### src/hw/sffe_regs.svh
// register offsets, field positions, reset values and timing constants of the spi frame engine
`ifndef SFFE_REGS_SVH
`define SFFE_REGS_SVH
// ----------------------------------------------------------------
// register offsets (byte addresses)
// ----------------------------------------------------------------
`define SFFE_ADDR_W 12
`define SFFE_OFS_CTRL0 12'h000
`define SFFE_OFS_CTRL1 12'h004
`define SFFE_OFS_DATA 12'h008
`define SFFE_OFS_STAT 12'h00C
`define SFFE_OFS_PRESC 12'h010
// ----------------------------------------------------------------
// field positions
// ----------------------------------------------------------------
`define SFFE_C0_SIZE_HI 3
`define SFFE_C0_POL 6
`define SFFE_C0_PHA 7
`define SFFE_C0_RATE_LO 8
`define SFFE_C0_RATE_HI 15
`define SFFE_C1_EN 1
`define SFFE_C1_SLV 2
`define SFFE_C1_MASK 3'h6
`define SFFE_PRESC_MASK 8'hFE
`define SFFE_ST_TXE 0
`define SFFE_ST_TXNF 1
`define SFFE_ST_RXV 2
`define SFFE_ST_BUSY 4
// ----------------------------------------------------------------
// reset values, limits and answers
// ----------------------------------------------------------------
`define SFFE_RST_CTRL0 16'h0000
`define SFFE_RST_CTRL1 3'h0
`define SFFE_RST_PRESC 8'h00
`define SFFE_MIN_SIZE 4'h3
`define SFFE_MIN_HALF 7'h01
`define SFFE_END_EXTRA 2
`define SFFE_RESP_OKAY 2'h0
`define SFFE_RESP_SLVERR 2'h2
`define SFFE_FSS_IDLE 1'b1
`define SFFE_TX_IDLE 1'b0
`define SFFE_SYNC_RST 3'h2
`endif

### src/hw/sffe_pkg.sv
// types shared by the spi frame engine files
package sffe_pkg;
	`include "sffe_regs.svh"
	typedef enum logic [1:0] {SFFE_IDLE, SFFE_RUN, SFFE_GAP, SFFE_SLAVE} sffe_state_t;
endpackage

### src/hw/sffe_engine.sv
// spi frame format engine: axi4-lite registers, master and slave frame sequencing
//
// Behaviour
// - idle serial clock rests at the polarity bit value.
// - phase 0 samples on first clock transition, phase 1 on the second.
// - idle keeps frame select high and transmit line low.
// - master enables clock pad; slave leaves it disabled as input.
// - frame starts when enabled with transmit data; select low, tx enabled.
// - pol0 pha0: first bit half period after select falls, rise half later.
// - pol0 pha0: sample on rising edges, change on falling edges.
// - phase 1: first bits and first clock transition half period after select falls.
// - pol0 pha1: first clock transition is rising, with data launch.
// - pol0 pha1: sample on falling edges, change on rising edges.
// - pol1 pha0: first bit after half period, clock falls half later.
// - pol1 pha1: first clock transition is falling, with data launch.
// - pol1 pha1: sample on rising edges, change on falling edges.
// - select returns high one clock period after last bit sampled.
// - phase 0 back-to-back words get a select high pulse between them.
// - phase 1 back-to-back words keep select low until run ends.
// - words are 4 to 16 bits, most significant bit first.
// - clock is system clock over even prescale times one plus rate.
// - clock idles when port idle, toggles only during a word.
//
// The address map and the AXI4-Lite register port are this design's own decisions.
`timescale 1ns/100ps
module sffe_engine import sffe_pkg::*; #(
	parameter int WORD_W = 16
) (
	input wire logic sys_clk,
	input wire logic rst,
	input wire logic [`SFFE_ADDR_W-1:0] s_axi_awaddr,
	input wire logic s_axi_awvalid,
	output logic s_axi_awready,
	input wire logic [31:0] s_axi_wdata,
	input wire logic [3:0] s_axi_wstrb,
	input wire logic s_axi_wvalid,
	output logic s_axi_wready,
	output logic [1:0] s_axi_bresp,
	output logic s_axi_bvalid,
	input wire logic s_axi_bready,
	input wire logic [`SFFE_ADDR_W-1:0] s_axi_araddr,
	input wire logic s_axi_arvalid,
	output logic s_axi_arready,
	output logic [31:0] s_axi_rdata,
	output logic [1:0] s_axi_rresp,
	output logic s_axi_rvalid,
	input wire logic s_axi_rready,
	input wire logic serial_clock_in,
	output logic serial_clock_out,
	output logic serial_clock_oe,
	input wire logic frame_select_in,
	output logic frame_select_out,
	output logic frame_select_oe,
	output logic serial_tx_line,
	output logic serial_tx_oe,
	input wire logic serial_rx_line
);
	localparam int CW = $clog2(WORD_W + 1);
	localparam int SW = $clog2(2 * WORD_W + 3);

	if (WORD_W < 4 || WORD_W > 16) begin : g_bad_word
		$error("sffe_engine: word width must lie between 4 and 16");
	end

	// ----------------------------------------------------------------
	// state
	// ----------------------------------------------------------------
	typedef struct packed {
		logic aw_got;
		logic [`SFFE_ADDR_W-1:0] awaddr;
		logic w_got;
		logic [31:0] wdata;
		logic [3:0] wstrb;
		logic awready;
		logic wready;
		logic bvalid;
		logic [1:0] bresp;
		logic arready;
		logic rvalid;
		logic [1:0] rresp;
		logic [31:0] rdata;
		logic [15:0] ctrl0;
		logic [2:0] ctrl1;
		logic [7:0] presc;
		sffe_state_t st;
		logic [15:0] div;
		logic [SW-1:0] step;
		logic [CW-1:0] bits;
		logic [WORD_W-1:0] txsh;
		logic [WORD_W-1:0] rxsh;
		logic [WORD_W-1:0] tx_hold;
		logic tx_valid;
		logic [WORD_W-1:0] rx_data;
		logic rx_valid;
		logic sclk;
		logic sclk_oe;
		logic fss;
		logic fss_oe;
		logic tx;
		logic tx_oe;
		logic prev_sclk;
		logic sel;
		logic first;
	} sffe_regs_t;

	sffe_regs_t r;
	sffe_regs_t n;

	// ----------------------------------------------------------------
	// helpers
	// ----------------------------------------------------------------
	function automatic logic [31:0] sffe_merge(input logic [31:0] old, input logic [31:0] data,
		input logic [3:0] strb);
		logic [31:0] res;
		res = old;
		for (int i = 0; i < 4; i++) begin
			if (strb[i]) begin
				res[i*8 +: 8] = data[i*8 +: 8];
			end
		end
		return res;
	endfunction

	// half a serial clock period in system clocks; a zero prescale acts as the smallest one
	function automatic logic [15:0] sffe_half(input logic [7:0] presc, input logic [7:0] rate);
		logic [6:0] p;
		p = (presc[7:1] == 7'h00) ? `SFFE_MIN_HALF : presc[7:1];
		return 16'(p) * (16'(rate) + 16'h0001);
	endfunction

	logic sclk_s;
	logic fss_s;
	logic rx_s;

	// pins from the far side pass three flops; this costs three cycles of sampling latency
	sffe_sync3 #(
		.W(3),
		.RST_VAL(`SFFE_SYNC_RST)
	) u_sync (
		.sys_clk(sys_clk),
		.rst(rst),
		.pin_in({serial_clock_in, frame_select_in, serial_rx_line}),
		.level_out({sclk_s, fss_s, rx_s})
	);

	logic pol;
	logic pha;
	logic en;
	logic slv;
	logic [3:0] size_f;
	logic [CW-1:0] nbits;
	logic [SW-1:0] two_n;
	logic [SW-1:0] end_step;
	logic [15:0] half;
	logic tick;
	logic [SW-1:0] s;
	logic [SW-1:0] e;
	logic toggle;
	logic sample;
	logic shift_now;
	logic last_bit;
	logic [WORD_W-1:0] load_word;
	logic [WORD_W-1:0] rx_next;
	logic [WORD_W-1:0] rx_mask;
	logic smp_edge;
	logic sh_edge;
	logic [31:0] wm;
	logic [31:0] stat;

	always_comb begin
		pol = r.ctrl0[`SFFE_C0_POL];
		pha = r.ctrl0[`SFFE_C0_PHA];
		en = r.ctrl1[`SFFE_C1_EN];
		slv = r.ctrl1[`SFFE_C1_SLV];
		size_f = (r.ctrl0[`SFFE_C0_SIZE_HI:0] < `SFFE_MIN_SIZE) ? `SFFE_MIN_SIZE : r.ctrl0[`SFFE_C0_SIZE_HI:0];
		nbits = CW'(size_f) + CW'(1);
		two_n = SW'(nbits) + SW'(nbits);
		end_step = two_n + SW'(`SFFE_END_EXTRA);
		half = sffe_half(r.presc, r.ctrl0[`SFFE_C0_RATE_HI:`SFFE_C0_RATE_LO]);
		tick = (r.div >= half - 16'h0001);
		s = r.step + SW'(1);
		// edge index: phase 0 holds the clock one extra half period before its first edge
		e = s - SW'(!pha);
		toggle = (e != '0) && (e <= two_n);
		sample = toggle && (e[0] ^ pha);
		shift_now = toggle && !sample && (s != SW'(1)) && (e < two_n);
		last_bit = (r.bits == nbits - CW'(1));
		// msb first: short words are left aligned in the shifter
		load_word = r.tx_valid ? (r.tx_hold << (WORD_W - int'(nbits))) : '0;
		// bits above the word size are cleared so a shorter word never carries older bits
		rx_mask = ~({WORD_W{1'b1}} << nbits);
		rx_next = {r.rxsh[WORD_W-2:0], rx_s} & rx_mask;
		smp_edge = (pol == pha) ? (sclk_s && !r.prev_sclk) : (!sclk_s && r.prev_sclk);
		sh_edge = (pol == pha) ? (!sclk_s && r.prev_sclk) : (sclk_s && !r.prev_sclk);
		wm = sffe_merge({16'h0000, r.ctrl0}, r.wdata, r.wstrb);
		stat = '0;
		stat[`SFFE_ST_TXE] = !r.tx_valid;
		stat[`SFFE_ST_TXNF] = !r.tx_valid;
		stat[`SFFE_ST_RXV] = r.rx_valid;
		stat[`SFFE_ST_BUSY] = (r.st == SFFE_RUN) || (r.st == SFFE_GAP) || r.sel;

		n = r;
		// ----------------------------------------------------------------
		// axi4-lite slave
		// ----------------------------------------------------------------
		if (r.awready && s_axi_awvalid) begin
			n.aw_got = 1'b1;
			n.awaddr = s_axi_awaddr;
		end
		if (r.wready && s_axi_wvalid) begin
			n.w_got = 1'b1;
			n.wdata = s_axi_wdata;
			n.wstrb = s_axi_wstrb;
		end
		if (r.bvalid && s_axi_bready) begin
			n.bvalid = 1'b0;
		end
		if (r.aw_got && r.w_got && !r.bvalid) begin
			n.aw_got = 1'b0;
			n.w_got = 1'b0;
			n.bvalid = 1'b1;
			n.bresp = `SFFE_RESP_OKAY;
			case (r.awaddr)
				`SFFE_OFS_CTRL0: n.ctrl0 = wm[15:0];
				`SFFE_OFS_CTRL1: n.ctrl1 = 3'(sffe_merge(32'(r.ctrl1), r.wdata, r.wstrb)) & `SFFE_C1_MASK;
				`SFFE_OFS_PRESC: n.presc = 8'(sffe_merge(32'(r.presc), r.wdata, r.wstrb)) & `SFFE_PRESC_MASK;
				`SFFE_OFS_DATA: begin
					// a write to a full holding register is dropped; status shows it full
					if (!r.tx_valid) begin
						n.tx_hold = WORD_W'(r.wdata);
						n.tx_valid = 1'b1;
					end
				end
				`SFFE_OFS_STAT: n.bresp = `SFFE_RESP_OKAY;
				default: n.bresp = `SFFE_RESP_SLVERR;
			endcase
		end
		if (r.rvalid && s_axi_rready) begin
			n.rvalid = 1'b0;
		end
		if (r.arready && s_axi_arvalid) begin
			n.rvalid = 1'b1;
			n.rresp = `SFFE_RESP_OKAY;
			case (s_axi_araddr)
				`SFFE_OFS_CTRL0: n.rdata = 32'(r.ctrl0);
				`SFFE_OFS_CTRL1: n.rdata = 32'(r.ctrl1);
				`SFFE_OFS_PRESC: n.rdata = 32'(r.presc);
				`SFFE_OFS_STAT: n.rdata = stat;
				`SFFE_OFS_DATA: begin
					n.rdata = 32'(r.rx_data);
					n.rx_valid = 1'b0;
				end
				default: begin
					n.rdata = '0;
					n.rresp = `SFFE_RESP_SLVERR;
				end
			endcase
		end
		n.arready = !n.rvalid;
		n.awready = !n.aw_got;
		n.wready = !n.w_got;

		// ----------------------------------------------------------------
		// frame engine (runs after the bus so a completed word beats a read clear)
		// ----------------------------------------------------------------
		n.sclk_oe = !slv;
		n.fss_oe = !slv;
		unique case (r.st)
			SFFE_IDLE: begin
				n.sclk = pol;
				n.fss = `SFFE_FSS_IDLE;
				n.tx = `SFFE_TX_IDLE;
				n.tx_oe = en && !slv;
				n.div = '0;
				n.step = '0;
				n.bits = '0;
				n.sel = 1'b0;
				n.prev_sclk = sclk_s;
				if (en && slv) begin
					n.st = SFFE_SLAVE;
				end else if (en && r.tx_valid) begin
					n.st = SFFE_RUN;
					n.fss = 1'b0;
					n.tx_oe = 1'b1;
					n.txsh = load_word;
					n.tx_valid = 1'b0;
				end
			end
			SFFE_RUN: begin
				if (!en || slv) begin
					n.st = SFFE_IDLE;
					n.fss = `SFFE_FSS_IDLE;
					n.sclk = pol;
					n.tx = `SFFE_TX_IDLE;
				end else if (tick) begin
					n.div = '0;
					n.step = s;
					if (toggle) begin
						n.sclk = !r.sclk;
					end
					if (s == SW'(1)) begin
						n.tx = r.txsh[WORD_W-1];
					end
					if (shift_now) begin
						n.txsh = r.txsh << 1;
						n.tx = r.txsh[WORD_W-2];
					end
					if (sample) begin
						n.rxsh = rx_next;
						if (last_bit) begin
							n.rx_data = rx_next;
							n.rx_valid = 1'b1;
							n.bits = '0;
						end else begin
							n.bits = r.bits + CW'(1);
						end
					end
					if (s == end_step) begin
						n.step = '0;
						if (r.tx_valid && pha) begin
							n.txsh = load_word;
							n.tx_valid = 1'b0;
						end else begin
							n.fss = `SFFE_FSS_IDLE;
							n.tx = `SFFE_TX_IDLE;
							n.st = r.tx_valid ? SFFE_GAP : SFFE_IDLE;
						end
					end
				end else begin
					n.div = r.div + 16'h0001;
				end
			end
			SFFE_GAP: begin
				// select stays high for half a clock period between phase 0 words
				if (!en || slv) begin
					n.st = SFFE_IDLE;
				end else if (tick) begin
					n.div = '0;
					n.step = '0;
					n.st = SFFE_RUN;
					n.fss = 1'b0;
					n.txsh = load_word;
					n.tx_valid = 1'b0;
				end else begin
					n.div = r.div + 16'h0001;
				end
			end
			SFFE_SLAVE: begin
				n.prev_sclk = sclk_s;
				n.sclk = pol;
				if (!en || !slv) begin
					n.st = SFFE_IDLE;
					n.sel = 1'b0;
					n.tx_oe = 1'b0;
					n.tx = `SFFE_TX_IDLE;
				end else if (fss_s) begin
					n.sel = 1'b0;
					n.tx_oe = 1'b0;
					n.tx = `SFFE_TX_IDLE;
				end else if (!r.sel) begin
					// an empty holding register sends zeros
					n.sel = 1'b1;
					n.tx_oe = 1'b1;
					n.bits = '0;
					n.first = pha;
					if (!pha) begin
						n.txsh = load_word;
						n.tx = load_word[WORD_W-1];
						n.tx_valid = 1'b0;
					end
				end else begin
					if (sh_edge) begin
						if (r.first) begin
							n.txsh = load_word;
							n.tx = load_word[WORD_W-1];
							n.tx_valid = 1'b0;
							n.first = 1'b0;
						end else begin
							n.txsh = r.txsh << 1;
							n.tx = r.txsh[WORD_W-2];
						end
					end
					if (smp_edge) begin
						n.rxsh = rx_next;
						if (last_bit) begin
							n.rx_data = rx_next;
							n.rx_valid = 1'b1;
							n.bits = '0;
							n.first = pha;
						end else begin
							n.bits = r.bits + CW'(1);
						end
					end
				end
			end
		endcase
	end

	always_ff @(posedge sys_clk) begin
		if (rst) begin
			r <= '0;
			r.fss <= `SFFE_FSS_IDLE;
			r.sclk_oe <= 1'b1;
			r.fss_oe <= 1'b1;
			r.ctrl0 <= `SFFE_RST_CTRL0;
			r.ctrl1 <= `SFFE_RST_CTRL1;
			r.presc <= `SFFE_RST_PRESC;
		end else begin
			r <= n;
		end
	end

	assign s_axi_awready = r.awready;
	assign s_axi_wready = r.wready;
	assign s_axi_bresp = r.bresp;
	assign s_axi_bvalid = r.bvalid;
	assign s_axi_arready = r.arready;
	assign s_axi_rdata = r.rdata;
	assign s_axi_rresp = r.rresp;
	assign s_axi_rvalid = r.rvalid;
	assign serial_clock_out = r.sclk;
	assign serial_clock_oe = r.sclk_oe;
	assign frame_select_out = r.fss;
	assign frame_select_oe = r.fss_oe;
	assign serial_tx_line = r.tx;
	assign serial_tx_oe = r.tx_oe;
endmodule // sffe_engine

### src/hw/sffe_sync3.sv
// three-stage pin synchroniser with agreement filter
`timescale 1ns/100ps
module sffe_sync3 import sffe_pkg::*; #(
	parameter int W = 1,
	parameter logic [W-1:0] RST_VAL = '0
) (
	input wire logic sys_clk,
	input wire logic rst,
	input wire logic [W-1:0] pin_in,
	output logic [W-1:0] level_out
);
	typedef struct packed {
		logic [W-1:0] s1;
		logic [W-1:0] s2;
		logic [W-1:0] s3;
		logic [W-1:0] lvl;
	} sffe_sync_t;

	sffe_sync_t st_r;
	sffe_sync_t st_nxt;

	if (W < 1) begin : g_bad_width
		$error("sffe_sync3: width must be at least one");
	end

	// a change only counts once the second and third stages agree
	always_comb begin
		st_nxt = st_r;
		st_nxt.s1 = pin_in;
		st_nxt.s2 = st_r.s1;
		st_nxt.s3 = st_r.s2;
		st_nxt.lvl = (~(st_r.s2 ^ st_r.s3) & st_r.s3) | ((st_r.s2 ^ st_r.s3) & st_r.lvl);
	end

	always_ff @(posedge sys_clk) begin
		if (rst) begin
			st_r <= {RST_VAL, RST_VAL, RST_VAL, RST_VAL};
		end else begin
			st_r <= st_nxt;
		end
	end

	// the agreed level leaves straight from the second and third stages, so the far side sees
	// three cycles of latency rather than four; the held level only bridges disagreement
	assign level_out = st_nxt.lvl;
endmodule // sffe_sync3

### config.mk
export PLATFORM = sky130hd
export DESIGN_NAME = sffe_engine
export DESIGN_NICKNAME = d
export VERILOG_FILES = /design/src/hw/sffe_pkg.sv /design/src/hw/sffe_engine.sv /design/src/hw/sffe_sync3.sv
export VERILOG_INCLUDE_DIRS = /design/src /design/src/hw
export SDC_FILE = /design/constraint.sdc
export NUM_CORES = 1
export LEC_CHECK = 0
export BUFFER_PORTS_ARGS = -buffer_cell sky130_fd_sc_hd__buf_4
export CORE_MARGIN = 2
export CORE_UTILIZATION = 55
export CTS_BUF_LIST = sky130_fd_sc_hd__clkbuf_4 sky130_fd_sc_hd__clkbuf_8 sky130_fd_sc_hd__clkbuf_16
export DETAILED_ROUTE_END_ITERATION = 6
export PLACE_DENSITY = 0.89
export SYNTH_ARGS = -nofsm -noshare
export SYNTH_HDL_FRONTEND = slang
export SYNTH_HIERARCHICAL = 1
export SYNTH_SLANG_ARGS = --single-unit
### constraint.sdc
create_clock -name sys_clk -period 6.6 [get_ports sys_clk]
set_input_delay 0 -clock sys_clk [delete_from_list [all_inputs] [get_ports sys_clk]]
set_output_delay 0 -clock sys_clk [all_outputs]
set_load 0.05 [all_outputs]
==> reports/metrics.yaml <==
power:
  ir_drop_mv: 0.155
  power_density_nw_per_um2: 157
  power.leakage_nw: 6.39
  p_total_mw: 2.49
global_route:
  use_met2: 0.503
  grt.total_usage: 0.292
  grt_pass1_wl_um: 57800
  overflow: 0
  grt_start_max_net_pins: 120
  use_met3: 0.0531
  top_usage_layer: "met2"
  gr-usage-met1: 0.349
  grt_pass1_vias: 11700
  antenna_found_initial: 1
placement:
  pre_cts_ws_ps: -714
  numPortBuffers: 80
  dp_cells: 1909
  gp_congestion: 0.952
  dp_hpwl_um: 24800
route:
  wirelength_um: 40200
  drtPass1Iterations: 7
  postRouteAntennaNets: 0
  viasPerCell: 6.19
  wl_per_cell_um: 20.0
  first_iter_violations: 1577
  num_vias: 12500
  drc: 0
layout:
  fin_cells: 2012
  final_cell_mix: "dfxtp_1, buf_4, nand2_1"
  syn_to_final_growth_pct: 23.4
  diodes: 0
  final_common_cell: "dfxtp_1"
  drive_gt1_frac: 0.217
  fillers: 1574
  nets: 1864
die:
  start_util: 0.554
  die_h_um: 157
  die_w_um: 157
  core_area_um2: 23300
  die-area_um2: 24700
  ios: 117
  row_count: 56
synth:
  synth.distinct_cells: 96
  ys_seq_elements: 194
  synth.largest_area_cell: "dfxtp_1"
  syn_avg_cell_area_um2: 8.38
  async_flop_share: 0
  ys.warnings.count: 6
  synth_enable_flop_cells: 0
  synth_seq_area_share: 0.301
  synth_top_area_frac: 0.301
  syn_inst: 1539
  synthFlopType: "dfxtp_1"
  syn-cell-area_um2: 12900
  ys_top_cells_by_area: "dfxtp_1, ha_1, fa_1, mux2i_1, nand2_1"
critical_path:
  slowest_delay_ps: 560
  worstSetupEndpointType: "register"
  crit_family: "adder cells"
  start_kind: "register"
  cpMaxStageDelayCell: "fa_1"
  critPathLaunch: "r[124]"
  critical_path_class: "register to register"
  crit_cells: 30
  crit_end: "r[21]"
  required_ps: 6880
  reg2reg_to: "r[21]"
  r2r_cells: 30
  reg2reg_setup_slack_ps: -320
  r2r_start: "r[124]"
  worstPathMaxFanout: 7
  cp_num_buf_inv: 7
  worstPathArrival_ps: 7200
timing:
  rsz0062_at_grt: "true"
  worst_slack_ps: -321
  fin_worst_skew_ps: 17.0
  maxSlewViolCount: 0
  final.setup.tns_ps: -10280
  relSlewSlack: 0.0595
  hold_viol: 0
  period_needed_ps: 6920
  fin_crit_sh: 1.05
  fin_hold_ws_ps: 32.5
  setup_viol: 61
  fmax_mhz: 144
  tightest_slew_ps: 1400
job:
  maxCapViolations: 0
cts:
  cts_tree: "yes"
  h-tree-depth: 4
  clk_pin_slew_ps: 90
  clk_latency_ps: 460
  clk_path_buf_depth: 2
  cts_buffers: 17
  cts_root_buffer: "clkbuf_16"
  clkSinkCount: 194
run_status:
  outcome: "complete, but fails checks"
  violations: "negative setup slack"
min_path:
  holdCritPathClass: "input pin to register"
## where the power goes
part / switching [mW] / total [mW] / internal [mW]
logic: 0.0951 / 0.150 / 0.0548
clock network: 0.595 / 1.14 / 0.547
registers: 0.0157 / 1.20 / 1.18
total: 0.706 / 2.49 / 1.79
## flip-flops by register name (all words and copies together), names as in the netlist, 6 cells and up
signal	cells
r	151
s_axi_rdata	16
u_sync/st_nxt	6
u_sync/st_r	6
## area by class of cell
cell class	instances	area, µm²	area share
Inverter	111	422	0.0265
Timing Repair Buffer	225	1930	0.121
Tap cell	319	399	0.0251
Clock inverter	15	241	0.0152
Clock buffer	17	425	0.0267
Sequential cell	194	3900	0.245
Multi-Input combinational cell	1131	8600	0.541
## metrics by stage
stage | utilization | cell area, µm²
6_report | 0.684 | 15900
5_1_grt | 0.684 | 15900
4_1_cts | 0.653 | 15200
3_5_place_dp | 0.597 | 13900
3_3_place_gp | 0.597 | 13900
2_1_floorplan | - | 13000
## cell families (layout without fill, tap and decap cells)
group | count (synthesis) | after routing | share of synthesized area
AOI/OAI and AO/OA | 321 | 321 | 0.166
xor gates and xnor gates | 54 | 54 | 0.0418
muxes | 78 | 78 | 0.0697
buffers and inverters | 231 | 368 | 0.0838
adders and majority gates | 117 | 117 | 0.136
other | 1 | 18 | 0.000291
and+or+nand+nor | 543 | 543 | 0.202
DFF | 194 | 194 | 0.301
## worst min path at each step
stage                          startpoint                to  slack, ps  depth (start not counted)
after global routing                  rst  u_sync/st_nxt[6]         60                          2
after global placement    frame_select_in  u_sync/st_nxt[7]        190                          2
after CTS                             rst  u_sync/st_nxt[6]         10                          2
after detailed placement  frame_select_in  u_sync/st_nxt[7]        190                          2
final                                 rst  u_sync/st_nxt[6]         30                          2
after floorplan                       rst    u_sync/st_r[2]         70                          1
## Yosys cell counts, types with 7 or more instances
cell type and number:
nand3_1 48, mux2i_1 65, nand4_1 8, nor3_1 16, mux4_2 9, fa_1 39
a21o_1 7, or2_2 7, nand2b_1 22, xnor2_1 24, a21oi_1 113, nor2_1 152
ha_1 75, or3_1 8, xor2_1 23, nor2b_1 29, nand2_1 169, a31oi_1 12
inv_1 105, buf_4 44, a22oi_1 8, and2_1 35, and3_1 20, a211oi_1 19
buf_2 11, a221o_1 9, o21ai_0 56, nor4_1 7, dfxtp_1 194, clkbuf_1 56
## metal layers
layer  vias to the layer above  wire length, µm
li1                       5529                -
met1                      5939            14600
met2                       770            19700
met3                       220             3510
met4                         2             2490
met5                         -               13
## worst reg2reg max path: cells and delay by family (launching register included)
family	cells	cell delay [ps]
multiplexers	1	250
buffers and inverters	7	810
AND/OR/NAND/NOR	8	1150
flip-flops	1	380
AO/OA/AOI/OAI	6	1160
adder cells (fa/ha/maj)	6	2700
XOR/XNOR	2	290
## timing repair
action                                 4_1_cts  5_1_grt
hold buffers                                37        0
buffers inserted                             9       21
cloned                                       0        4
pin swaps                                   16       76
endpoints found under the hold margin       37        0
setup endpoints to repair                   81       81
resized for setup                           41      116
Note: power is estimated with default switching activity, not from simulation.
